===== src/hw/serial_host_chain_map.vh =====
// Offsets, field positions, reset values and timing figures of the serial chain interface
`ifndef SERIAL_HOST_CHAIN_MAP_VH
`define SERIAL_HOST_CHAIN_MAP_VH

// Local bus register byte offsets
`define OFS_CONTROL 4'h0
`define OFS_STATUS 4'h4
`define OFS_LAST_ADDR 4'h8
`define OFS_WRITE_COUNT 4'hC

// Command word 1 fields
`define CMD1_READ_BIT 15
`define CMD1_BCAST_BIT 14
`define CMD1_EXT_ADDR_BIT 13
`define CMD1_AUTO_INCREMENT_BIT 12
`define CMD1_ID_HI 11
`define CMD1_ID_LO 7
`define CMD1_UADDR_HI 6

// Serial interface control register and its fields
`define CTRL_REG_ADDR 23'h000000
`define CTRL_PASS_DIS_BIT 15
`define CTRL_SHARED_OUT_BIT 14
`define CTRL_ID_HI 4
`define CTRL_ID_LO 0

// Reset values
`define RST_CHAIN_ID 5'h00
`define RST_PASS_DIS 1'b0
`define RST_SHARED_OUT 1'b0

// Word framing
`define WORD_BITS 16
`define LAST_BIT 4'hF

// Link timing figures: maximum shift-clock rate in MHz, gaps and turnaround in shift-clock cycles
`define LINK_MAX_MHZ 27
`define GAP_CYCLES 3
`define CONFIG_GAP_CYCLES 4
`define TURNAROUND_CYCLES 4

// AXI responses
`define RESP_OKAY 2'b00
`define RESP_SLVERR 2'b10

`endif


===== src/hw/pin_sync.v =====
// Two-flop synchroniser for pins from outside the clock domain
`timescale 1ns/100ps
module pin_sync #(
  parameter W = 3,
  parameter [W-1:0] INIT = {W{1'b0}}
) (
  // Clock and reset
  input wire aclk,
  input wire aresetn,
  // Asynchronous levels in, synchronised levels out
  input wire [W-1:0] d,
  output wire [W-1:0] q
);
  reg [W-1:0] meta_q;
  reg [W-1:0] sync_q;

  always @(posedge aclk) begin
    if (!aresetn) begin
      meta_q <= INIT;
      sync_q <= INIT;
    end else begin
      meta_q <= d;
      sync_q <= meta_q;
    end
  end

  assign q = sync_q;
endmodule // pin_sync


===== src/hw/serial_host_chain_interface.v =====
// Serial host chain interface: shift-clock slave, chain identifier, passthrough and AXI-Lite
// Summary of operation
// - Access is two command words plus data
// - Select falling starts, rising ends an access
// - Four clock read turnaround before first data; code shifts first bit out on the falling edge after the command words
// - Later auto-increment read words follow back to back
// - Auto-increment advances address each word until deselect
// - Up to 32 devices share one select
// - Reset clears identifier and enables passthrough
// - Identifier zero write with disable breaks passthrough
// - Unassigned device takes identifier, restores passthrough
// - Reads only when target identifier matches; writes on match or broadcast
// - Command word field layout as specified
// - Sample on rising, shift out on falling
// - Passthrough disabled holds serial output high
// - Shared output floats while select is high
//
// The register addresses and register access over AXI4-Lite were left to the implementer.
`timescale 1ns/100ps
`include "serial_host_chain_map.vh"
module serial_host_chain_interface #(
  parameter REG_DEPTH = 64,
  parameter IDX_W = 6
) (
  // Clock and reset
  input wire aclk,
  input wire aresetn,
  // AXI4-Lite write address and data
  input wire [31:0] awaddr,
  input wire awvalid,
  output wire awready,
  input wire [31:0] wdata,
  input wire [3:0] wstrb,
  input wire wvalid,
  output wire wready,
  // AXI4-Lite write response
  output wire [1:0] bresp,
  output wire bvalid,
  input wire bready,
  // AXI4-Lite read
  input wire [31:0] araddr,
  input wire arvalid,
  output wire arready,
  output wire [31:0] rdata,
  output wire [1:0] rresp,
  output wire rvalid,
  input wire rready,
  // Serial link pins
  input wire shift_clock,
  input wire select_n,
  input wire serial_in,
  output wire serial_out,
  output wire serial_out_oe_n
);
  localparam [2:0] ST_IDLE = 3'd0;
  localparam [2:0] ST_CMD1 = 3'd1;
  localparam [2:0] ST_CMD2 = 3'd2;
  localparam [2:0] ST_WDATA = 3'd3;
  localparam [2:0] ST_RDATA = 3'd4;
  localparam [2:0] ST_IGNORE = 3'd5;

  // Synchronised pins
  wire [2:0] pins_s;
  wire sclk_s;
  wire sel_n_s;
  wire sdi_s;

  pin_sync #(
    .W(3),
    .INIT(3'b010)
  ) u_sync (
    .aclk(aclk),
    .aresetn(aresetn),
    .d({shift_clock, select_n, serial_in}),
    .q(pins_s)
  );

  assign sclk_s = pins_s[2];
  assign sel_n_s = pins_s[1];
  assign sdi_s = pins_s[0];

  reg sclk_prev_q;
  reg sel_prev_q;
  reg [2:0] state_q;
  reg [3:0] bit_cnt_q;
  reg [15:0] shift_q;
  reg [15:0] cmd1_q;
  reg [22:0] addr_q;
  reg auto_increment_q;
  reg [15:0] tx_q;
  reg so_q;
  reg read_drv_q;
  reg pass_dis_q;
  reg shared_out_q;
  reg [4:0] chain_id_q;
  reg [15:0] write_count_q;
  reg [15:0] mem [0:REG_DEPTH-1];

  wire sclk_rise = sclk_s & ~sclk_prev_q & ~sel_n_s;
  wire sclk_fall = ~sclk_s & sclk_prev_q & ~sel_n_s;
  wire frame_start = sel_prev_q & ~sel_n_s;
  wire frame_end = ~sel_prev_q & sel_n_s;
  wire [15:0] shift_d = {shift_q[14:0], sdi_s};
  wire word_done = sclk_rise & (bit_cnt_q == `LAST_BIT);

  // Decode of command word 1 once the second word completes
  wire [22:0] cmd_addr = {cmd1_q[`CMD1_UADDR_HI:0], shift_d};
  wire cmd_read = cmd1_q[`CMD1_READ_BIT];
  wire cmd_bcast = cmd1_q[`CMD1_BCAST_BIT];
  wire cmd_ext = cmd1_q[`CMD1_EXT_ADDR_BIT];
  wire [4:0] cmd_id = cmd1_q[`CMD1_ID_HI:`CMD1_ID_LO];
  wire id_match = (cmd_id == chain_id_q);
  wire wr_accept = cmd_ext & ~cmd_read & (id_match | cmd_bcast);
  wire rd_accept = cmd_ext & cmd_read & id_match;

  // Serial write strobe and target
  wire ser_wr = (state_q == ST_WDATA) & word_done & ~frame_end;
  wire ser_wr_ctrl = ser_wr & (addr_q == `CTRL_REG_ADDR);
  wire ser_wr_mem = ser_wr & (addr_q != `CTRL_REG_ADDR) & (addr_q < REG_DEPTH);
  wire [22:0] addr_next = addr_q + 23'h000001;

  wire [15:0] ctrl_word = {pass_dis_q, shared_out_q, 9'h000, chain_id_q};

  // Register contents seen by a serial read
  function [15:0] rd_word;
    input [22:0] a;
    begin
      if (a == `CTRL_REG_ADDR) begin
        rd_word = ctrl_word;
      end else if (a < REG_DEPTH) begin
        rd_word = mem[a[IDX_W-1:0]];
      end else begin
        rd_word = 16'h0000;
      end
    end
  endfunction

  // Link framing and shifting
  always @(posedge aclk) begin
    if (!aresetn) begin
      sclk_prev_q <= 1'b0;
      sel_prev_q <= 1'b1;
      state_q <= ST_IDLE;
      bit_cnt_q <= 4'h0;
      shift_q <= 16'h0000;
      cmd1_q <= 16'h0000;
      addr_q <= 23'h000000;
      auto_increment_q <= 1'b0;
      tx_q <= 16'h0000;
      so_q <= 1'b1;
      read_drv_q <= 1'b0;
    end else begin
      sclk_prev_q <= sclk_s;
      sel_prev_q <= sel_n_s;
      if (frame_start) begin
        state_q <= ST_CMD1;
        bit_cnt_q <= 4'h0;
        read_drv_q <= 1'b0;
      end else if (frame_end) begin
        state_q <= ST_IDLE;
        bit_cnt_q <= 4'h0;
        read_drv_q <= 1'b0;
      end else begin
        if (sclk_rise) begin
          shift_q <= shift_d;
          bit_cnt_q <= bit_cnt_q + 4'h1;
        end
        if (word_done) begin
          case (state_q)
            ST_CMD1: begin
              cmd1_q <= shift_d;
              state_q <= ST_CMD2;
            end
            ST_CMD2: begin
              addr_q <= cmd_addr;
              auto_increment_q <= cmd1_q[`CMD1_AUTO_INCREMENT_BIT];
              if (rd_accept) begin
                tx_q <= rd_word(cmd_addr);
                read_drv_q <= 1'b1;
                state_q <= ST_RDATA;
              end else if (wr_accept) begin
                state_q <= ST_WDATA;
              end else begin
                state_q <= ST_IGNORE;
              end
            end
            ST_WDATA: begin
              if (auto_increment_q) begin
                addr_q <= addr_next;
              end else begin
                state_q <= ST_IGNORE;
              end
            end
            ST_RDATA: begin
              if (auto_increment_q) begin
                addr_q <= addr_next;
                tx_q <= rd_word(addr_next);
              end else begin
                state_q <= ST_IGNORE;
              end
            end
            default: begin
              state_q <= state_q;
            end
          endcase
        end
        if (sclk_fall && read_drv_q) begin
          so_q <= tx_q[15];
          tx_q <= {tx_q[14:0], 1'b0};
        end
      end
    end
  end

  // Register file reached over the link
  always @(posedge aclk) begin
    if (ser_wr_mem) begin
      mem[addr_q[IDX_W-1:0]] <= shift_d;
    end
  end

  // AXI4-Lite write path
  reg aw_got_q;
  reg w_got_q;
  reg [3:0] wa_q;
  reg [31:0] wd_q;
  reg [3:0] ws_q;
  reg bvalid_q;
  reg [1:0] bresp_q;
  wire axi_wr = aw_got_q & w_got_q & ~bvalid_q;
  wire axi_wr_ctrl = axi_wr & (wa_q == `OFS_CONTROL);

  assign awready = ~aw_got_q & ~bvalid_q;
  assign wready = ~w_got_q & ~bvalid_q;
  assign bvalid = bvalid_q;
  assign bresp = bresp_q;

  always @(posedge aclk) begin
    if (!aresetn) begin
      aw_got_q <= 1'b0;
      w_got_q <= 1'b0;
      wa_q <= 4'h0;
      wd_q <= 32'h00000000;
      ws_q <= 4'h0;
      bvalid_q <= 1'b0;
      bresp_q <= `RESP_OKAY;
    end else begin
      if (awvalid && awready) begin
        aw_got_q <= 1'b1;
        wa_q <= awaddr[3:0];
      end
      if (wvalid && wready) begin
        w_got_q <= 1'b1;
        wd_q <= wdata;
        ws_q <= wstrb;
      end
      if (axi_wr) begin
        aw_got_q <= 1'b0;
        w_got_q <= 1'b0;
        bvalid_q <= 1'b1;
        if (wa_q == `OFS_CONTROL) begin
          bresp_q <= `RESP_OKAY;
        end else if (wa_q == `OFS_STATUS || wa_q == `OFS_LAST_ADDR) begin
          bresp_q <= `RESP_OKAY;
        end else if (wa_q == `OFS_WRITE_COUNT) begin
          bresp_q <= `RESP_OKAY;
        end else begin
          bresp_q <= `RESP_SLVERR;
        end
      end else if (bvalid_q && bready) begin
        bvalid_q <= 1'b0;
      end
    end
  end

  // Control register: link write wins over local bus write
  always @(posedge aclk) begin
    if (!aresetn) begin
      pass_dis_q <= `RST_PASS_DIS;
      shared_out_q <= `RST_SHARED_OUT;
      chain_id_q <= `RST_CHAIN_ID;
      write_count_q <= 16'h0000;
    end else begin
      if (ser_wr) begin
        write_count_q <= write_count_q + 16'h0001;
      end
      if (ser_wr_ctrl) begin
        pass_dis_q <= shift_d[`CTRL_PASS_DIS_BIT];
        shared_out_q <= shift_d[`CTRL_SHARED_OUT_BIT];
        chain_id_q <= shift_d[`CTRL_ID_HI:`CTRL_ID_LO];
      end else if (axi_wr_ctrl) begin
        if (ws_q[1]) begin
          pass_dis_q <= wd_q[`CTRL_PASS_DIS_BIT];
          shared_out_q <= wd_q[`CTRL_SHARED_OUT_BIT];
        end
        if (ws_q[0]) begin
          chain_id_q <= wd_q[`CTRL_ID_HI:`CTRL_ID_LO];
        end
      end
    end
  end

  // AXI4-Lite read path
  reg rvalid_q;
  reg [31:0] rdata_q;
  reg [1:0] rresp_q;
  wire [3:0] ra = araddr[3:0];

  assign arready = ~rvalid_q;
  assign rvalid = rvalid_q;
  assign rdata = rdata_q;
  assign rresp = rresp_q;

  always @(posedge aclk) begin
    if (!aresetn) begin
      rvalid_q <= 1'b0;
      rdata_q <= 32'h00000000;
      rresp_q <= `RESP_OKAY;
    end else if (arvalid && arready) begin
      rvalid_q <= 1'b1;
      rresp_q <= `RESP_OKAY;
      if (ra == `OFS_CONTROL) begin
        rdata_q <= {16'h0000, ctrl_word};
      end else if (ra == `OFS_STATUS) begin
        rdata_q <= {22'h000000, sel_n_s, read_drv_q, bit_cnt_q, 2'b00, state_q[1:0]};
      end else if (ra == `OFS_LAST_ADDR) begin
        rdata_q <= {9'h000, addr_q};
      end else if (ra == `OFS_WRITE_COUNT) begin
        rdata_q <= {16'h0000, write_count_q};
      end else begin
        rdata_q <= 32'h00000000;
        rresp_q <= `RESP_SLVERR;
      end
    end else if (rvalid_q && rready) begin
      rvalid_q <= 1'b0;
    end
  end

  // Serial output: read data, else non-clocked passthrough or held high
  assign serial_out = read_drv_q ? so_q : (pass_dis_q ? 1'b1 : serial_in);
  assign serial_out_oe_n = shared_out_q & sel_n_s;
endmodule // serial_host_chain_interface


===== config.mk =====
export PLATFORM = sky130hd
export DESIGN_NAME = serial_host_chain_interface
export DESIGN_NICKNAME = d
export VERILOG_FILES = /design/src/hw/pin_sync.v /design/src/hw/serial_host_chain_interface.v
export VERILOG_INCLUDE_DIRS = /design/src /design/src/hw
export SDC_FILE = /design/constraint.sdc
export NUM_CORES = 2
export LEC_CHECK = 0
export ABC_AREA = 1
export BUFFER_PORTS_ARGS = -buffer_cell sky130_fd_sc_hd__buf_2
export CAP_MARGIN = 20
export CORE_MARGIN = 2
export CORE_UTILIZATION = 50
export CTS_CLUSTER_DIAMETER = 30
export DETAILED_ROUTE_END_ITERATION = 7
export PLACE_DENSITY = 0.66
export REMOVE_ABC_BUFFERS = 1
export SLEW_MARGIN = 5
export SYNTH_ARGS = -nofsm -noshare
export SYNTH_HDL_FRONTEND = slang
export SYNTH_SLANG_ARGS = --single-unit

===== constraint.sdc =====
create_clock -name aclk -period 6.3 [get_ports aclk]
set_input_delay 0.945 -clock aclk [delete_from_list [all_inputs] [get_ports aclk]]
set_output_delay 0.945 -clock aclk [all_outputs]
set_load 0.01 [all_outputs]

* Word level (Yosys, flattened, before mapping)
Memory sizes are Yosys's and may differ from the RTL's.
Index checks and enable logic that the tools add are counted.
** Word-level totals
- Bits in read-only memories :: 0
- Logic and storage cells :: 171
- Memories kept :: 1
- Memory bits (writable) :: 1024
- Bits in latches :: 0
- Flip-flop bits (word level) :: 173
- Bits of input ports :: 110
** Operators by class
- Bitwise operators :: 35
- Order comparisons :: 3
- Muxes and demuxes :: 46
- $mul :: 0
- Equality and inequality tests :: 17
- Reductions and logical operators :: 38
- $add $sub $neg :: 3
- Shifts and indexed selects :: 0
- Div/mod/pow operators :: 0
** Memories
- mem :: words 64, bits a word 16, read ports 2, clocked after memory_dff 0, write ports 1, line serial_host_chain_interface.v:97 : reg [15:0] mem [0:REG_DEPTH-1];
** Operators by type and width (number)
- 2-to-1 mux 16 bit :: 9
- 2-to-1 mux 23 bit :: 4
- logical NOT 23 bit :: 3
- less-than comparator 23 x 7 -> 1 bit (second input constant) :: 3
- case mux 23 bit (2 select lines) :: 1
- case mux 16 bit (2 select lines) :: 1
- adder 23 x 1 -> 23 bit (second input constant) :: 1
- nonzero test 23 bit :: 1
- AND 1 bit :: 22
- equality test 4 bit (second input constant) :: 5
- 2-to-1 mux 1 bit :: 17
- adder 16 x 1 -> 16 bit (second input constant) :: 1
- 2-to-1 mux 5 bit :: 3
- AND reduction 3 bit :: 5
- 2-to-1 mux 2 bit :: 7
- nonzero test 2 bit :: 7
- inverter 1 bit :: 12
- 2-to-1 mux 3 bit :: 3
- case mux 3 bit (3 select lines) :: 1
- nonzero test 3 bit :: 3
- equality test 4 x 3 -> 1 bit (second input constant) :: 2
- logical NOT 4 bit :: 2
- AND reduction 4 bit :: 2
- equality test 3 x 2 -> 1 bit (second input constant) :: 2
- 17 further kinds :: 25

* Depth between registers and ports, before layout
- Word-level depth :: 10
- Mapped depth :: 20
- Gate-level depth less buffers :: 17

* Cells and area by module
From an unflattened synthesis, not the netlist that was laid out.
** Second synthesis, totals
- Cell total of the unflattened synthesis :: 6558
- Area, all modules :: 58328.4 µm²
** By module, submodules not included
- serial_host_chain_interface :: cells each 6540, seq. area each 33692.3 µm², area each 58163.3 µm², times used 1
- pin_sync :: cells each 18, seq. area each 120.1 µm², area each 165.2 µm², times used 1

* Least setup slack after synthesis
OpenSTA, ideal clock, no wires.
- Path kind :: flip-flop to flip-flop
- Start :: register addr_q[0]
- End :: register tx_q[0]
- Data required time :: 6.156 ns
- Setup slack :: 3.375 ns
- Data arrival time :: 2.780 ns
- Path buffers :: 4
- Stages on the path, launching flop included :: 18
- Period minus slack after synthesis :: 2.925 ns
- Library setup time :: 0.144 ns
- Cells stage by stage :: dfxtp_1 inv_2 clkbuf_1 clkbuf_1 ha_1 inv_2 clkbuf_1 clkbuf_1 o211ai_1 nand3_1 nand3_1 nand3_1 nand2_1 a31o_2 nand3_1 nand2_1 nand2_1 a21oi_1
** On the way
- Longest elaborated chain between the ends :: 8
- Elaborated cells between the ends (all ways) :: 10
** RTL lines
- start, declared :: line serial_host_chain_interface.v:88 : reg [22:0] addr_q;
- start signal, assigned :: line serial_host_chain_interface.v:175 : addr_q <= cmd_addr;
- start signal, assigned :: line serial_host_chain_interface.v:189 : addr_q <= addr_next;
- start signal, assigned :: line serial_host_chain_interface.v:196 : addr_q <= addr_next;
- adder 23 x 1 -> 23 bit * :: line serial_host_chain_interface.v:120 : wire [22:0] addr_next = addr_q + 23'h000001;
- less-than comparator 23 x 7 -> 1 bit / memory (64 x 16 bit) (equally long branches)
- 2-to-1 mux 16 bit :: line serial_host_chain_interface.v:130 : end else if (a < REG_DEPTH) begin
- 2-to-1 mux 16 bit * :: line serial_host_chain_interface.v:128 : if (a == `CTRL_REG_ADDR) begin
- 2-to-1 mux 16 bit * :: line serial_host_chain_interface.v:195 : if (auto_increment_q) begin
- case mux 16 bit (2 select lines) * :: line serial_host_chain_interface.v:169 : case (state_q)
- 2-to-1 mux 16 bit * :: line serial_host_chain_interface.v:168 : if (word_done) begin
- 2-to-1 mux 16 bit * :: line serial_host_chain_interface.v:207 : if (sclk_fall && read_drv_q) begin
- end signal, assigned :: line serial_host_chain_interface.v:178 : tx_q <= rd_word(cmd_addr);
- end signal, assigned :: line serial_host_chain_interface.v:197 : tx_q <= rd_word(addr_next);
- end signal, assigned :: line serial_host_chain_interface.v:209 : tx_q <= {tx_q[14:0], 1'b0};
- end, declared :: line serial_host_chain_interface.v:90 : reg [15:0] tx_q;
Mark *: on every way between the ends. The rest lies on a longest branch, timed or not. The select of a mux whose other input is x is not followed.
A chain may end at the register's enable or synchronous reset.

* Worst setup path in the final report
- Start :: register u_sync.sync_q[1], in the netlist u_sync.q[1]
- End :: memory mem[29][9], enable pin
** On the way
- Longest elaborated chain between the ends :: 9
- Elaborated cells between the ends (all ways) :: 11
** RTL lines
- start, declared :: line pin_sync.v:15 : reg [W-1:0] sync_q;
- start signal, assigned :: line pin_sync.v:23 : sync_q <= meta_q;
- inverter 1 bit :: line serial_host_chain_interface.v:99 : wire sclk_rise = sclk_s & ~sclk_prev_q & ~sel_n_s;
- AND 1 bit :: line serial_host_chain_interface.v:99
- AND 1 bit :: line serial_host_chain_interface.v:104 : wire word_done = sclk_rise & (bit_cnt_q == `LAST_BIT);
- AND 1 bit :: line serial_host_chain_interface.v:117 : wire ser_wr = (state_q == ST_WDATA) & word_done & ~frame_end;
- AND 1 bit * :: line serial_host_chain_interface.v:117
- AND 1 bit * (2 in a row) :: line serial_host_chain_interface.v:119 : wire ser_wr_mem = ser_wr & (addr_q != `CTRL_REG_ADDR) & (addr_q < REG_DEPTH);
- 2-to-1 mux 1 bit * :: line serial_host_chain_interface.v:217 : if (ser_wr_mem) begin
- 2-to-1 mux 1 bit (implied by the code) * :: line serial_host_chain_interface.v:218 : mem[addr_q[IDX_W-1:0]] <= shift_d;
- end, declared :: line serial_host_chain_interface.v:97
Mark *: on every way between the ends. The rest lies on a longest branch, timed or not.

==> flow_metrics.py <==
metrics = {
    "run_status": {
        "status": "completed",
    },
    "cells_and_area": {
        "fin_cells": 8132,
        "num-fill-cells": 9424,
        "seqCellArea_mm2": 0.0339,
        "layout.nets": 6526,
        "area_growth_pct": 18.5,
        "diodes": 0,
        "multi_input_area_mm2": 0.0210,
        "utilization_pct": 59.7,
        "drive_gt1_share_pct": 11.3,
    },
    "worst_setup_path": {
        "startpoint_type": "flop",
        "rrSetupSlack_ns": 1.97,
        "worst-setup-path-type": "flop to flop",
        "startpoint": "u_sync.q[1]$_SDFF_PN1_",
        "regToRegStartpoint": "u_sync.q[1]$_SDFF_PN1_",
        "r2r-end": "mem[29][9]$_DFFE_PP_",
        "endpoint_kind": "flop",
        "required_ns": 6.89,
        "reg2reg_depth": 12,
        "crit_fanout": 14,
        "arrival_ns": 4.92,
    },
    "die": {
        "die_height_um": 346,
        "start_util_pct": 50.4,
        "io_pins": 153,
        "die_area_mm2": 0.120,
        "coreArea_mm2": 0.116,
        "die_x_um": 346,
        "fp-row-count": 125,
    },
    "worst_hold_path": {
        "worst_hold_path_type": "primary input to flop",
        "whs_path_depth": 2,
        "hp-start": "select_n",
        "whs_endpoint": "u_sync.meta_q[1]$_SDFF_PN1_",
    },
    "cts": {
        "cts_resized": 0,
        "cts-root-buf": "clkbuf_16",
        "cts_buffers": 279,
        "clock_tree.htree_level_count": 5,
        "post-cts-setup-buffer-count": 0,
        "cts_tree": "yes",
        "clock_latency_ns": 0.89,
        "clk_pin_slew_ns": 0.05,
        "clk_path_buf_depth": 4,
        "cts_hold_buf": 0,
        "cts.sinks": 1177,
    },
    "detailed_routing": {
        "drc": 0,
        "wirelength_um": 195000,
        "vias": 50800,
        "drt_first_pass_iters": 6,
        "antenna_left": 0,
        "viasPerCell": 6.25,
        "wl_per_cell_um": 24.0,
        "drt_iter0_drc": 6782,
    },
    "yosys": {
        "synthArstFlopShare_pct": 0,
        "synth_edf_count": 1024,
        "ys_seq_area_share_pct": 57.7,
        "syn-instance-count": 6430,
        "synth_area_mm2": 0.0586,
        "yosys_register_bits": 1177,
        "synth_cell_types": 50,
        "yosysWarnings": 0,
        "syn_area_per_cell_um2": 9.11,
        "synthFlopType": "edfxtp_1",
    },
    "sta": {
        "tightest_slew_ns": 1.23,
        "clock.fmax_ghz": 0.231,
        "slew_violations": 0,
        "hold_viol_final": 0,
        "finalCriticalPeriod_ns": 4.33,
        "fin_tns_setup_ns": 0,
        "setup_viol": 0,
        "rsz0062_at_grt": "false",
        "fin_worst_hold_slack_ns": 0.256,
        "min_period_over_period_pct": 68.7,
        "skew_ns": 0.0668,
        "max_slew_margin_pct": 17.9,
    },
    "power": {
        "irDropWorstVdd_mv": 0.345,
        "p_total_w": 0.0228,
        "power_per_cell_area_mw_per_mm2": 329,
        "p_leak_nw": 25.1,
    },
    "placement": {
        "place.gp.congestion": 0.950,
        "port_buffers": 58,
        "placedCellCount": 7637,
        "post-dp-hpwl_um": 109000,
    },
    "flow_run": {
        "maxCapViolCount": 0,
    },
    "global_route": {
        "grt_pass1_wl_um": 288000,
        "first_global_vias": 47800,
        "grt_max_degree": 216,
        "antenna_found_initial": 2,
        "grt_util_all_layers_pct": 31.7,
        "gr-total-overflow": 0,
    },
}
-- report_power, final --
group          switching (W)  internal (W)
clock network        0.00436       0.00963
logic               0.000271     0.0000889
registers          0.0000232       0.00842
total                0.00466        0.0181
-- cells by family (layout without fill, tap and decap cells) --
kind of cell	count (synthesis)	count (layout)	share of synthesized area (%)
xor+xnor	9	9	0.147
fa+ha+maj	6	6	0.128
buf+inv	983	1151	6.72
flops	1177	1177	57.7
compound gates	1569	1569	15.1
simple gates	2685	2685	20.1
other cells	1	11	0.00640
-- cell usage after synthesis (all sizes together), types with 23 or more instances --
master | n | area, um^2
edfxtp | 1024 | 30700
inv | 480 | 1800
nand4 | 25 | 156
a21oi | 581 | 2940
nand3 | 1096 | 5560
o21ai | 589 | 2960
dfxtp | 153 | 3060
clkbuf | 285 | 1070
nor3 | 23 | 135
o211ai | 334 | 2510
buf | 214 | 1050
nand2 | 1124 | 4240
nor2 | 407 | 1610
-- placed cells by master, fill, tap and decap left out, drive strengths merged, types with 2 or more instances in the layout --
cell type and n:
o22ai 21, bufinv 34, clkinvlp 20, clkinv 91, clkbuf 326, o21a 2
a311oi 9, edfxtp 1024, dfxtp 153, conb 11, nor2 407, nand3 1096
inv 492, o221ai 3, ha 6, nand2 1124, a31oi 18, o21ai 589
xor2 8, nand4 25, a211oi 7, buf 188, or2 2, a21oi 581
nor4 7, o211ai 334, nor3 23
-- per-stage QoR --
stage | worst slack, ns | cell area (um^2)
6_report | 1.97 | 69400
5_1_grt | 1.76 | 69400
4_1_cts | 2.05 | 69100
3_5_place_dp | 2.13 | 60000
3_3_place_gp | 2.05 | 59900
2_1_floorplan | -22.85 | 56500
-- worst max path at each step --
stage	to	slack [ns]	depth (start not counted)
CTS	mem[51][13]$_DFFE_PP_	2.05	12
global placement	mem[34][5]$_DFFE_PP_	2.05	12
global route	mem[51][13]$_DFFE_PP_	1.76	12
floorplan	tx_q[15]$_SDFFE_PN0P_	-22.85	17
finish	mem[29][9]$_DFFE_PP_	1.97	12
detailed placement	mem[29][11]$_DFFE_PP_	2.13	12
-- state kept, by name, indices dropped and copies added (netlist names), 2 cells and up --
| signal | flops |
|---|---|
| u_sync.meta_q | 3 |
| state_q | 3 |
| tx_q | 16 |
| wa_q | 4 |
| u_sync.q | 3 |
| rdata | 23 |
| wd_q | 7 |
| mem | 1024 |
| write_count_q | 16 |
| cmd1_q | 16 |
| ws_q | 2 |
| shift_q | 15 |
| addr_q | 23 |
| bit_cnt_q | 4 |
| chain_id_q | 5 |
-- worst max-delay path: stages (launching register included) --
cell and delay [ns]:
dfxtp_1 0.34, inv_2 0.13, nand3_4 0.13, nor3_2 0.15, nand2_1 0.13, nor3_1 0.36
inv_1 0.18, nor3_2 0.29, nand2_1 0.12, nor2_1 0.30, nand3_2 0.57, nor2_2 1.06
buf_4 0.27
-- area by class of cell --
type                       instances  share of cell area [%]
clock inverter                   153                    2.56
clock buffer                     326                    10.6
inverter                         484                    2.67
multi-input combinational       4280                    30.3
sequential                      1177                    48.8
tap                             1524                    2.75
timing repair buffer             188                    2.34
-- routing by layer --
| metal | share of wire (%) | track usage, % | vias to the layer above |
|---|---|---|---|
| met4 | 6.2 | 20.3 | 4 |
| li1 | - | - | 22800 |
| met2 | 44 | 47.0 | 3317 |
| met3 | 12 | 7.23 | 664 |
| met5 | 0.012 | 0 | - |
| met1 | 38 | 41.9 | 24000 |
(Power assumes the default switching activity.)
